==> config.mk <==
export PLATFORM = sky130hd
export DESIGN_NAME = mcsm_status_monitor
export DESIGN_NICKNAME = d
export VERILOG_FILES = /design/src/core/mcsm_status_monitor.v
export VERILOG_INCLUDE_DIRS = /design/src /design/src/common
export SDC_FILE = /design/constraint.sdc
export NUM_CORES = 2
export LEC_CHECK = 0
export BUFFER_PORTS_ARGS = -buffer_cell sky130_fd_sc_hd__buf_2
export CAP_MARGIN = 20
export CORE_ASPECT_RATIO = 1.5
export CORE_UTILIZATION = 30
export DETAILED_ROUTE_END_ITERATION = 10
export PLACE_DENSITY = 0.41
export SLEW_MARGIN = 15
export SYNTH_ARGS = -nofsm -noshare
export SYNTH_HDL_FRONTEND = slang
export SYNTH_SLANG_ARGS = --single-unit
==> constraint.sdc <==
create_clock -name core_clk -period 14.8 [get_ports core_clk]
set_clock_uncertainty 0.1 [all_clocks]
set_input_delay 0.74 -clock core_clk [delete_from_list [all_inputs] [get_ports core_clk]]
set_output_delay 0.74 -clock core_clk [all_outputs]
set_load 0.1 [all_outputs]
==> src/common/mcsm_defs.vh <==
// Functional notes
// - Clear bit holds single-error counters at zero
// - Eight-bit threshold, reset zero, must be exceeded
// - Per-channel flag sets when errors exceed threshold
// - Reading a threshold flag clears it
// - Read-only bit shows PHY initialization finished
// - Sticky bit records catastrophic temperature report
// - Address is region code above 17-bit offset
// - Monitor counters present, registers 32 bits wide
// - Two monitor modes: repeating and single interval
// - Repeating mode copies results, restarts interval automatically
// - Writing repeat bit selects and starts repeating
// - Single enable runs exactly one interval
// - 32-bit interval length in memory clocks
// - Done bit sets when tracking registers update
// - Done bit clears itself after being read
// - Count writes and auto-precharge writes per channel
// - Count reads and auto-precharge reads per channel
// - Count refresh commands per channel per interval
// - Count activate commands per channel per interval
// - Count single-bank precharges per channel per interval
// - Error counters saturate at 255 until cleared
// - Upper five bits select the controller region
// - One APB port, private 22-bit address space
`ifndef MCSM_DEFS_VH
`define MCSM_DEFS_VH

// ----------------------------------------------------------------
// Address layout
// ----------------------------------------------------------------
`define MCSM_ADDR_W          22
`define MCSM_OFFS_W          17
`define MCSM_REGION_W        5
`define MCSM_REGION_DEFAULT  5'h08

// ----------------------------------------------------------------
// Register offsets within the region
// ----------------------------------------------------------------
`define MCSM_OFS_ERR_CLEAR   17'h05818
`define MCSM_OFS_ERR_THRESH  17'h0585c
`define MCSM_OFS_FLAG_CH0    17'h05864
`define MCSM_OFS_FLAG_CH1    17'h05868
`define MCSM_OFS_PHY_DONE    17'h10034
`define MCSM_OFS_OVERTEMP    17'h1004c
`define MCSM_OFS_MON_REPEAT  17'h13800
`define MCSM_OFS_MON_SINGLE  17'h13804
`define MCSM_OFS_MON_LENGTH  17'h13808
`define MCSM_OFS_MON_DONE    17'h1380c
`define MCSM_OFS_WR_CH0      17'h13814
`define MCSM_OFS_WR_CH1      17'h13818
`define MCSM_OFS_WRAP_CH0    17'h13820
`define MCSM_OFS_WRAP_CH1    17'h13824
`define MCSM_OFS_RD_CH0      17'h1382c
`define MCSM_OFS_RD_CH1      17'h13830
`define MCSM_OFS_RDAP_CH0    17'h13838
`define MCSM_OFS_RDAP_CH1    17'h1383c
`define MCSM_OFS_REF_CH0     17'h13844
`define MCSM_OFS_REF_CH1     17'h13848
`define MCSM_OFS_ACT_CH0     17'h13850
`define MCSM_OFS_ACT_CH1     17'h13854
`define MCSM_OFS_PRE_CH0     17'h1385c
`define MCSM_OFS_PRE_CH1     17'h13860

// ----------------------------------------------------------------
// Widths, reset values and limits
// ----------------------------------------------------------------
`define MCSM_DATA_W          32
`define MCSM_ERR_W           8
`define MCSM_ERR_MAX         8'hff
`define MCSM_THRESH_RESET    8'h00
`define MCSM_LENGTH_RESET    32'h00000000

// ----------------------------------------------------------------
// Memory command codes seen by the monitor
// ----------------------------------------------------------------
`define MCSM_CMD_WR          3'h0
`define MCSM_CMD_WRAP        3'h1
`define MCSM_CMD_RD          3'h2
`define MCSM_CMD_RDAP        3'h3
`define MCSM_CMD_REF         3'h4
`define MCSM_CMD_ACT         3'h5
`define MCSM_CMD_PRE         3'h6
`define MCSM_CMD_KINDS       7
`define MCSM_TRACK_NUM       14
`define MCSM_TRACK_NONE      4'hf

`endif

==> src/core/mcsm_status_monitor.v <==
`timescale 1ns/1ps
`default_nettype none
`include "mcsm_defs.vh"

module mcsm_status_monitor
#(
  parameter [4:0] REGION_CODE = `MCSM_REGION_DEFAULT
)
(
  // Clock and reset
  input  wire        core_clk,
  input  wire        reset_n,
  // APB requester side
  input  wire        psel,
  input  wire        penable,
  input  wire        pwrite,
  input  wire [21:0] paddr,
  input  wire [31:0] pwdata,
  output wire [31:0] prdata,
  output wire        pready,
  output wire        pslverr,
  // ECC error events, same clock, one pulse per error
  input  wire        ecc_error_chan0,
  input  wire        ecc_error_chan1,
  // Memory command stream, same clock
  input  wire        cmd_valid_chan0,
  input  wire [2:0]  cmd_code_chan0,
  input  wire        cmd_valid_chan1,
  input  wire [2:0]  cmd_code_chan1,
  // Levels from the PHY, asynchronous to core_clk
  input  wire        phy_init_done_pin,
  input  wire        overtemp_alarm_pin,
  // Error counter values
  output wire [7:0]  single_error_counter_chan0,
  output wire [7:0]  single_error_counter_chan1
);

  // ----------------------------------------------------------------
  // Functions
  // ----------------------------------------------------------------

  // Saturating eight-bit increment
  function [7:0] sat_inc;
    input [7:0] v;
    begin
      if (v == `MCSM_ERR_MAX)
        sat_inc = v;
      else
        sat_inc = v + 8'h01;
    end
  endfunction

  // Offset of a tracking register to its storage index
  function [3:0] track_index;
    input [16:0] ofs;
    begin
      if (ofs == `MCSM_OFS_WR_CH0)
        track_index = 4'd0;
      else if (ofs == `MCSM_OFS_WRAP_CH0)
        track_index = 4'd1;
      else if (ofs == `MCSM_OFS_RD_CH0)
        track_index = 4'd2;
      else if (ofs == `MCSM_OFS_RDAP_CH0)
        track_index = 4'd3;
      else if (ofs == `MCSM_OFS_REF_CH0)
        track_index = 4'd4;
      else if (ofs == `MCSM_OFS_ACT_CH0)
        track_index = 4'd5;
      else if (ofs == `MCSM_OFS_PRE_CH0)
        track_index = 4'd6;
      else if (ofs == `MCSM_OFS_WR_CH1)
        track_index = 4'd7;
      else if (ofs == `MCSM_OFS_WRAP_CH1)
        track_index = 4'd8;
      else if (ofs == `MCSM_OFS_RD_CH1)
        track_index = 4'd9;
      else if (ofs == `MCSM_OFS_RDAP_CH1)
        track_index = 4'd10;
      else if (ofs == `MCSM_OFS_REF_CH1)
        track_index = 4'd11;
      else if (ofs == `MCSM_OFS_ACT_CH1)
        track_index = 4'd12;
      else if (ofs == `MCSM_OFS_PRE_CH1)
        track_index = 4'd13;
      else
        track_index = `MCSM_TRACK_NONE;
    end
  endfunction

  // ----------------------------------------------------------------
  // State encodings
  // ----------------------------------------------------------------
  localparam [1:0] ST_IDLE = 2'b01;
  localparam [1:0] ST_RUN  = 2'b10;

  // ----------------------------------------------------------------
  // Storage
  // ----------------------------------------------------------------
  reg  [31:0] prdata_reg;
  reg         pready_reg;
  reg         pslverr_reg;
  reg         clear_reg;
  reg  [7:0]  thresh_reg;
  reg  [7:0]  seen_reg    [0:1];
  reg  [7:0]  err_cnt_reg [0:1];
  reg  [1:0]  flag_reg;
  reg  [1:0]  phy_sync_reg;
  reg  [1:0]  temp_sync_reg;
  reg         phy_done_reg;
  reg         overtemp_reg;
  reg         repeat_reg;
  reg         single_reg;
  reg  [31:0] length_reg;
  reg  [31:0] tick_reg;
  reg  [1:0]  state_reg;
  reg         done_reg;
  reg  [31:0] work_reg    [0:13];
  reg  [31:0] track_reg   [0:13];
  reg  [31:0] rdata_next;
  reg         rerr_next;
  reg  [13:0] hit;
  integer     i, j, k, m;

  // ----------------------------------------------------------------
  // APB decode
  // ----------------------------------------------------------------

  // Region check: the upper five bits pick this controller
  wire [16:0] ofs       = paddr[16:0];
  wire        region_ok = (paddr[21:17] == REGION_CODE);
  wire        access    = psel & penable & ~pready_reg;
  wire        wr_fire   = access & pwrite & region_ok;
  wire        rd_fire   = access & ~pwrite & region_ok;
  wire [3:0]  tidx      = track_index(ofs);

  // Per-register strobes
  wire wr_clear   = wr_fire & (ofs == `MCSM_OFS_ERR_CLEAR);
  wire wr_thresh  = wr_fire & (ofs == `MCSM_OFS_ERR_THRESH);
  wire wr_repeat  = wr_fire & (ofs == `MCSM_OFS_MON_REPEAT);
  wire wr_single  = wr_fire & (ofs == `MCSM_OFS_MON_SINGLE);
  wire wr_length  = wr_fire & (ofs == `MCSM_OFS_MON_LENGTH);
  wire rd_flag0   = rd_fire & (ofs == `MCSM_OFS_FLAG_CH0);
  wire rd_flag1   = rd_fire & (ofs == `MCSM_OFS_FLAG_CH1);
  wire rd_done    = rd_fire & (ofs == `MCSM_OFS_MON_DONE);

  // Read mux; unmapped offsets and foreign regions answer with an error
  always @*
  begin
    rdata_next = 32'h00000000;
    rerr_next  = 1'b0;
    if (!region_ok)
      rerr_next = 1'b1;
    else if (ofs == `MCSM_OFS_ERR_CLEAR)
      rdata_next = {31'h00000000, clear_reg};
    else if (ofs == `MCSM_OFS_ERR_THRESH)
      rdata_next = {24'h000000, thresh_reg};
    else if (ofs == `MCSM_OFS_FLAG_CH0)
      rdata_next = {31'h00000000, flag_reg[0]};
    else if (ofs == `MCSM_OFS_FLAG_CH1)
      rdata_next = {31'h00000000, flag_reg[1]};
    else if (ofs == `MCSM_OFS_PHY_DONE)
      rdata_next = {31'h00000000, phy_done_reg};
    else if (ofs == `MCSM_OFS_OVERTEMP)
      rdata_next = {31'h00000000, overtemp_reg};
    else if (ofs == `MCSM_OFS_MON_REPEAT)
      rdata_next = {31'h00000000, repeat_reg};
    else if (ofs == `MCSM_OFS_MON_SINGLE)
      rdata_next = {31'h00000000, single_reg};
    else if (ofs == `MCSM_OFS_MON_LENGTH)
      rdata_next = length_reg;
    else if (ofs == `MCSM_OFS_MON_DONE)
      rdata_next = {31'h00000000, done_reg};
    else if (tidx != `MCSM_TRACK_NONE)
      rdata_next = track_reg[tidx];
    else
      rerr_next = 1'b1;
  end

  // ----------------------------------------------------------------
  // APB response
  // ----------------------------------------------------------------

  // One wait state: the answer is registered, so pready never comes combinationally
  always @(posedge core_clk or negedge reset_n)
  begin
    if (!reset_n)
    begin
      pready_reg  <= 1'b0;
      pslverr_reg <= 1'b0;
      prdata_reg  <= 32'h00000000;
    end
    else
    begin
      pready_reg  <= access;
      pslverr_reg <= access & rerr_next;
      if (access && !pwrite)
        prdata_reg <= rdata_next;
    end
  end

  assign prdata  = prdata_reg;
  assign pready  = pready_reg;
  assign pslverr = pslverr_reg;

  // ----------------------------------------------------------------
  // Configuration registers
  // ----------------------------------------------------------------

  // Software-written controls; tracking registers take no writes
  always @(posedge core_clk or negedge reset_n)
  begin
    if (!reset_n)
    begin
      clear_reg  <= 1'b0;
      thresh_reg <= `MCSM_THRESH_RESET;
      repeat_reg <= 1'b0;
      length_reg <= `MCSM_LENGTH_RESET;
    end
    else
    begin
      if (wr_clear)
        clear_reg <= pwdata[0];
      if (wr_thresh)
        thresh_reg <= pwdata[7:0];
      if (wr_repeat)
        repeat_reg <= pwdata[0];
      if (wr_length)
        length_reg <= pwdata;
    end
  end

  // ----------------------------------------------------------------
  // PHY status levels
  // ----------------------------------------------------------------

  // Two-stage synchronisers, then plain and sticky status bits
  always @(posedge core_clk or negedge reset_n)
  begin
    if (!reset_n)
    begin
      phy_sync_reg  <= 2'b00;
      temp_sync_reg <= 2'b00;
      phy_done_reg  <= 1'b0;
      overtemp_reg  <= 1'b0;
    end
    else
    begin
      phy_sync_reg  <= {phy_sync_reg[0], phy_init_done_pin};
      temp_sync_reg <= {temp_sync_reg[0], overtemp_alarm_pin};
      phy_done_reg  <= phy_sync_reg[1];
      overtemp_reg  <= overtemp_reg | temp_sync_reg[1];
    end
  end

  // ----------------------------------------------------------------
  // Single-bit ECC error accounting
  // ----------------------------------------------------------------

  // Errors are first counted against the threshold; only those past it
  // reach the visible counter. A flag read loses to a same-cycle event.
  wire [1:0] err_in = {ecc_error_chan1, ecc_error_chan0};
  wire [1:0] rd_flag = {rd_flag1, rd_flag0};
  reg  [1:0] flag_set;

  always @*
  begin
    flag_set = 2'b00;
    for (j = 0; j < 2; j = j + 1)
      flag_set[j] = err_in[j] & ~clear_reg & (seen_reg[j] >= thresh_reg);
  end

  always @(posedge core_clk or negedge reset_n)
  begin
    if (!reset_n)
    begin
      flag_reg <= 2'b00;
      for (k = 0; k < 2; k = k + 1)
      begin
        seen_reg[k]    <= 8'h00;
        err_cnt_reg[k] <= 8'h00;
      end
    end
    else
    begin
      flag_reg <= (flag_reg & ~rd_flag) | flag_set;
      for (k = 0; k < 2; k = k + 1)
      begin
        if (clear_reg)
        begin
          seen_reg[k]    <= 8'h00;
          err_cnt_reg[k] <= 8'h00;
        end
        else if (err_in[k])
        begin
          seen_reg[k] <= sat_inc(seen_reg[k]);
          if (flag_set[k])
            err_cnt_reg[k] <= sat_inc(err_cnt_reg[k]);
        end
      end
    end
  end

  assign single_error_counter_chan0 = err_cnt_reg[0];
  assign single_error_counter_chan1 = err_cnt_reg[1];

  // ----------------------------------------------------------------
  // Activity monitor
  // ----------------------------------------------------------------

  // Which working counter each incoming command hits this cycle
  always @*
  begin
    hit = 14'h0000;
    for (m = 0; m < `MCSM_CMD_KINDS; m = m + 1)
    begin
      hit[m]     = cmd_valid_chan0 & (cmd_code_chan0 == m[2:0]);
      hit[m + 7] = cmd_valid_chan1 & (cmd_code_chan1 == m[2:0]);
    end
  end

  // Length zero behaves as one clock so the monitor never stalls
  wire [32:0] tick_plus = {1'b0, tick_reg} + 33'h000000001;
  wire        last_tick = (tick_plus >= {1'b0, length_reg});
  wire        go_repeat = wr_repeat & pwdata[0];
  wire        go_single = wr_single & pwdata[0] & ~repeat_reg;
  wire        finish    = (state_reg == ST_RUN) & last_tick;

  // Interval sequencer, working counters and tracking copies
  always @(posedge core_clk or negedge reset_n)
  begin
    if (!reset_n)
    begin
      state_reg  <= ST_IDLE;
      tick_reg   <= 32'h00000000;
      single_reg <= 1'b0;
      done_reg   <= 1'b0;
      for (i = 0; i < `MCSM_TRACK_NUM; i = i + 1)
      begin
        work_reg[i]  <= 32'h00000000;
        track_reg[i] <= 32'h00000000;
      end
    end
    else
    begin
      // A completion in the reading cycle keeps the bit set
      done_reg <= (done_reg & ~rd_done) | finish;
      if (wr_single)
        single_reg <= pwdata[0];
      case (state_reg)
        ST_IDLE:
        begin
          if (go_repeat || go_single)
          begin
            state_reg <= ST_RUN;
            tick_reg  <= 32'h00000000;
            for (i = 0; i < `MCSM_TRACK_NUM; i = i + 1)
              work_reg[i] <= 32'h00000000;
          end
        end
        ST_RUN:
        begin
          if (last_tick)
          begin
            // Commands of the last clock still land in this interval
            for (i = 0; i < `MCSM_TRACK_NUM; i = i + 1)
            begin
              track_reg[i] <= work_reg[i] + {31'h00000000, hit[i]};
              work_reg[i]  <= 32'h00000000;
            end
            tick_reg <= 32'h00000000;
            if (!repeat_reg)
            begin
              state_reg  <= ST_IDLE;
              single_reg <= 1'b0;
            end
            // Otherwise the next interval starts at once
          end
          else
          begin
            tick_reg <= tick_plus[31:0];
            for (i = 0; i < `MCSM_TRACK_NUM; i = i + 1)
              if (hit[i])
                work_reg[i] <= work_reg[i] + 32'h00000001;
          end
        end
        default:
        begin
          state_reg <= ST_IDLE;
        end
      endcase
    end
  end

  // Tracking registers change only on the copy above
  // Activate and precharge share the loop above

endmodule

`default_nettype wire

* After elaboration in Yosys (flattened, before gate mapping) *
Cells that the tools add are included.

word-level totals
  output and inout port bits = 50
  register bits = 1048

operators by class
  magnitude comparators = 4
  bitwise operators = 49
  equality and inequality tests = 65
  reductions and logical operators = 31
  add/subtract/negate cells = 33
  multiplexer cells = 83

operators with widths
  cell                                                                     number
  32-bit 2-to-1 mux                                                        30
  448-bit 2-to-1 mux                                                       2
  448-bit one-hot mux with 2 select lines                                  1
  32-bit by 1-bit adder with 32-bit output                                 14
  32-bit by 1-bit adder with 32-bit output, second input constant          14
  17-bit equality test, second input constant                              20
  32-bit binary-select mux with 4-bit select                               1
  8-bit 2-to-1 mux                                                         14
  17-bit by 15-bit equality test with 1-bit output, second input constant  4
  32-bit one-hot mux with 2 select lines                                   1
  3-bit AND reduction                                                      17
  3-bit != test, second input constant                                     14
  1-bit bitwise AND                                                        38
  32-bit by 1-bit adder with 33-bit output, second input constant          1
  33-bit by 32-bit >= comparator with 1-bit output                         1
  8-bit by 1-bit adder with 8-bit output, second input constant            4
  8-bit equality test, second input constant                               4
  4-bit 2-to-1 mux                                                         8
  3-bit equality test, second input constant                               6
  8-bit >= comparator                                                      2
  1-bit 2-to-1 mux                                                         16
  2-bit != test, second input constant                                     7
  3-bit by 2-bit equality test with 1-bit output, second input constant    4
  3-bit 2-to-1 mux                                                         4
  20 further kinds                                                         38

* Longest topological paths before layout *
  word-level depth = 31
  mapped depth = 23
  gate-level depth less buffers = 16

* Least setup slack after synthesis *
OpenSTA, ideal clock, no wires.

  path kind = flip-flop to flip-flop
  start = reg tick_reg[2]
  end = reg track_reg[320] (netlist bit)
  path buffers = 6
  required time = 14.575 ns
  stages on the path, launching flop included = 22
  period minus slack after synthesis = 5.089 ns
  library setup time = 0.125 ns
  setup slack = 9.711 ns
  arrival = 4.864 ns
  cell sequence = dfrtp_1 -> and4_1 -> buf_4 -> nand4_1 -> or3_1 -> clkbuf_1 -> or2_2 -> clkbuf_1 -> nor2_1 -> and3_1 -> xnor2_1 -> ha_1 -> o21a_1 -> o21ai_0 -> nor4_1 -> nand3_1 -> nor2_1 -> o31ai_1 -> buf_2 -> buf_2 -> buf_1 -> mux2_2

between the ends
  longest elaborated chain between the ends = 3

RTL lines
  item                                              line                       RTL
  start, declared                                   mcsm_status_monitor.v:114  reg [31:0] tick_reg;
  start signal, assigned                            mcsm_status_monitor.v:380  tick_reg <= tick_plus[31:0];
  32-bit by 1-bit adder with 33-bit output          mcsm_status_monitor.v:322  wire [32:0] tick_plus = {1'b0, tick_reg} + 33'h000000001;
  33-bit by 32-bit >= comparator with 1-bit output  mcsm_status_monitor.v:323  wire last_tick = (tick_plus >= {1'b0, length_reg});
  2-bit AND reduction (no source line)              n/a
  end signal, assigned by index                     mcsm_status_monitor.v:367  track_reg[i] <= work_reg[i] + {31'h00000000, hit[i]};
  end, declared                                     mcsm_status_monitor.v:118  reg [31:0] track_reg [0:13];

No other way between the ends.
A chain may end at the register's enable or synchronous reset.

* Worst setup path in the final report *
  start = reg tick_reg[2]
  end = reg track_reg[225] (netlist bit)

The elaborated chain is that of the path after synthesis.

==> results.sh <==
export IMPL_status="finished clean"
export IMPL_fin_area_um2=66500
export IMPL_num_vias=51300
export IMPL_p_switching_mw=1.63
export IMPL_layout_commonest_cell="nand2_1"
export IMPL_gp_congestion=0.863
export IMPL_switching_share_pct=25.5
export IMPL_synth_nets=7181
export IMPL_grt_pass1_vias=51500
export IMPL_rows=200
export IMPL_clock_path_buffers=3
export IMPL_grt_usage_pct=22.6
export IMPL_clk_pin_slew_ns=0.06
export IMPL_max_cap_viol_count=0
export IMPL_die_h_um=549
export IMPL_antenna_found_initial=11
export IMPL_p_leak_nw=26.0
export IMPL_intPower_mw=4.76
export IMPL_p_clk_share_pct=47.8
export IMPL_crit_type="reg2reg"
export IMPL_timing_fmax_ghz=0.134
export IMPL_worst_pin_slew_ns=1.07
export IMPL_critical_path_arrival_ns=7.98
export IMPL_crit_slowest_cell="buf_4"
export IMPL_nets=7024
export IMPL_drtIter0Drc=3734
export IMPL_fin_crit_ns=7.46
export IMPL_drive_above_1_share_pct=7.94
export IMPL_rsz0062_at_grt="false"
export IMPL_cp_max_fo=218
export IMPL_slew_limit_headroom_pct=28.3
export IMPL_cts_sinks=1048
export IMPL_cts_root_buf="clkbuf_16"
export IMPL_area_sequential_um2=26200
export IMPL_power_frac_seq_pct=46.3
export IMPL_synth_edf_count=0
export IMPL_ys_seq_elements=1048
export IMPL_async_flop_share_pct=100
export IMPL_clock_latency_ns=0.75
export IMPL_pwr_share_comb_pct=5.9
export IMPL_yosysWarnings=0
export IMPL_ir_worst_vdd_mv=0.0869
export IMPL_required_ns=15.32
export IMPL_via_per_inst=5.36
export IMPL_final_cell_mix="nand2_1 (1,263), dfrtp_1 (1,047), o21ai_0 (742)"
export IMPL_place_area_um2=62600
export IMPL_slowest_delay_ns=0.90
export IMPL_core_area_um2=198000
export IMPL_multi_input_area_um2=31500
export IMPL_port_buffer_count=120
export IMPL_finalHoldViolCount=0
export IMPL_setup_viol=0
export IMPL_io_pins=121
export IMPL_hpwl_um=166000
export IMPL_start_util_pct=30.2
export IMPL_grt_max_degree=219
export IMPL_endpoint_kind="flop"
export IMPL_ant_nets=0
export IMPL_wirelength_um=230000
export IMPL_syn_inst=7013
export IMPL_dieArea_um2=201000
export IMPL_worstPathCellList="and4_1 -> nand4_1 -> or3_1 -> or2_2 -> nor2_1 -> and3_1 -> xnor2_1 -> ha_1 -> o21a_1 -> o21ai_0 -> nor4_1 -> nand3_1 -> nor2_1 -> o31ai_4 -> buf_12 -> buf_4 -> buf_4 -> mux2_2"
export IMPL_nFillCells=20700
export IMPL_yosysUniqueCellTypes=81
export IMPL_min_path_type="in2reg"
export IMPL_grt_first_pass_wirelength_um=347000
export IMPL_cts_max_level=3
export IMPL_fin_crit_sh_pct=50.4
export IMPL_fin_setup_tns_ns=0
export IMPL_synth_area_um2=59800
export IMPL_slew_viol_final=0
export IMPL_synthFlopType="dfrtp_1"
export IMPL_worstSetupStartpointType="flop"
export IMPL_power_density_nw_per_um2=96.0
export IMPL_drt_pass1_iterations=6
export IMPL_cts_tree="yes"
export IMPL_numCtsBuffers=115
export IMPL_grt_overflow_total=0
export IMPL_report_power_total_mw=6.38
export IMPL_syn_area_per_cell_um2=8.53
export IMPL_ctsResizeCount=0
export IMPL_syn2layout_area_growth_pct=11.2
export IMPL_wl_per_cell_um=24.0
export IMPL_die_w_um=367
export IMPL_drc=0
export IMPL_synth_yosys_seq_area_share_pct=43.8
## metrics by stage
step / hold WS [ns] / util, % / instances / worst slack (ns)
finish: 0.132 / 33.6 / 9571 / 7.34
global placement: 0.247 / 31.6 / 9362 / 7.45
floorplan: 0.231 / - / 7013 / 9.71
CTS: 0.0790 / 33.6 / 9568 / 7.33
global route: 0.115 / 33.6 / 9570 / 6.83
detailed placement: 0.242 / 31.6 / 9362 / 7.33
## power groups by stage
stage	sequential (mW)	combinational, mW	clock, mW
2_1_floorplan	3.10	0.128	0
3_3_place_gp	3.01	0.379	0
3_5_place_dp	3.01	0.385	0
4_1_cts	2.95	0.387	3.15
5_1_grt	2.96	0.423	3.24
6_report	2.95	0.377	3.05
## metal layers
| layer | part of all wire (%) | vias to the layer above | track usage [%] |
|---|---|---|---|
| met5 | 0.027 | - | 0 |
| met1 | 42 | 25500 | 28.0 |
| li1 | - | 24300 | - |
| met3 | 3.6 | 307 | 2.41 |
| met4 | 3.8 | 10 | 8.13 |
| met2 | 51 | 1112 | 40.2 |
## synth_stat cells (12+ instances only)
library cell / n / area (um2)
o21ai_0: 743 / 3720
a31oi_1: 16 / 100
nor4_1: 70 / 438
mux2i_1: 24 / 240
xor2_1: 275 / 2410
a21o_1: 40 / 300
and3_1: 98 / 613
nand3_1: 465 / 2330
nor2_1: 491 / 1840
a32o_1: 17 / 170
or2_2: 38 / 238
mux2_2: 73 / 822
nor2b_1: 27 / 169
nand2b_1: 34 / 213
nand2_1: 1265 / 4750
or4_1: 42 / 315
o2111ai_1: 39 / 342
ha_1: 97 / 1210
and4_1: 34 / 298
inv_1: 104 / 390
or3_1: 134 / 838
o41ai_1: 21 / 184
a22o_1: 45 / 394
o211ai_1: 57 / 428
xnor2_1: 296 / 2590
buf_2: 53 / 265
dfrtp_1: 1047 / 26200
nand4_1: 170 / 1060
buf_1: 35 / 131
and2_1: 33 / 206
a22oi_1: 14 / 105
a21oi_1: 264 / 1320
clkbuf_1: 376 / 1410
o31ai_1: 144 / 1080
nor3_1: 161 / 806
a211oi_1: 14 / 105
o21a_1: 12 / 90.1
mux4_2: 31 / 698
## layout make-up
cell class	count	area share, %
Antenna cell	3	0.0113
Timing Repair Buffer	197	1.89
Multi-Input combinational cell	5385	47.3
Tap cell	2626	4.94
Clock buffer	170	5.11
Inverter	109	0.615
Sequential cell	1048	39.4
Clock inverter	33	0.698
## timing repair
| item | CTS | global route |
|---|---|---|
| hold buffers | 3 | 0 |
| hold endpoints to repair | 78 | 0 |
| buffers inserted | 0 | 0 |
## final timing paths
kind / end / cells past startpoint / from / slack (ns)
max: track_reg[225] / 18 / tick_reg[2] / 7.34
min: length_reg[26] / 2 / pwdata[26] / 0.13
max reg2reg: track_reg[225] / 18 / tick_reg[2] / 7.34
min reg2reg: phy_sync_reg[1] / 0 / phy_sync_reg[0] / 0.27
max in group asynchronous: work_reg[191] / 5 / reset_n / 11.13
min in group asynchronous: single_error_counter_chan1[5] / 2 / reset_n / 0.46
## critical path, delay by kind of cell (launching register included)
kind            cells  cell delay, ns
mux                 1            0.42
xor+xnor            1            0.14
fa+ha+maj           1            0.27
buf+inv             3            2.28
flops               1            0.44
simple gates        9            2.62
compound gates      3            0.73
## kinds of logic after synthesis
| logic type | after synthesis | share of synthesized area, % |
|---|---|---|
| xor+xnor | 571 | 8.36 |
| simple gates | 3100 | 24.2 |
| flops | 1048 | 43.8 |
| fa+ha+maj | 98 | 2.05 |
| mux | 128 | 2.94 |
| buf+inv | 580 | 3.80 |
| compound gates | 1488 | 14.8 |
No activity file was read; power rests on OpenSTA's default activity.
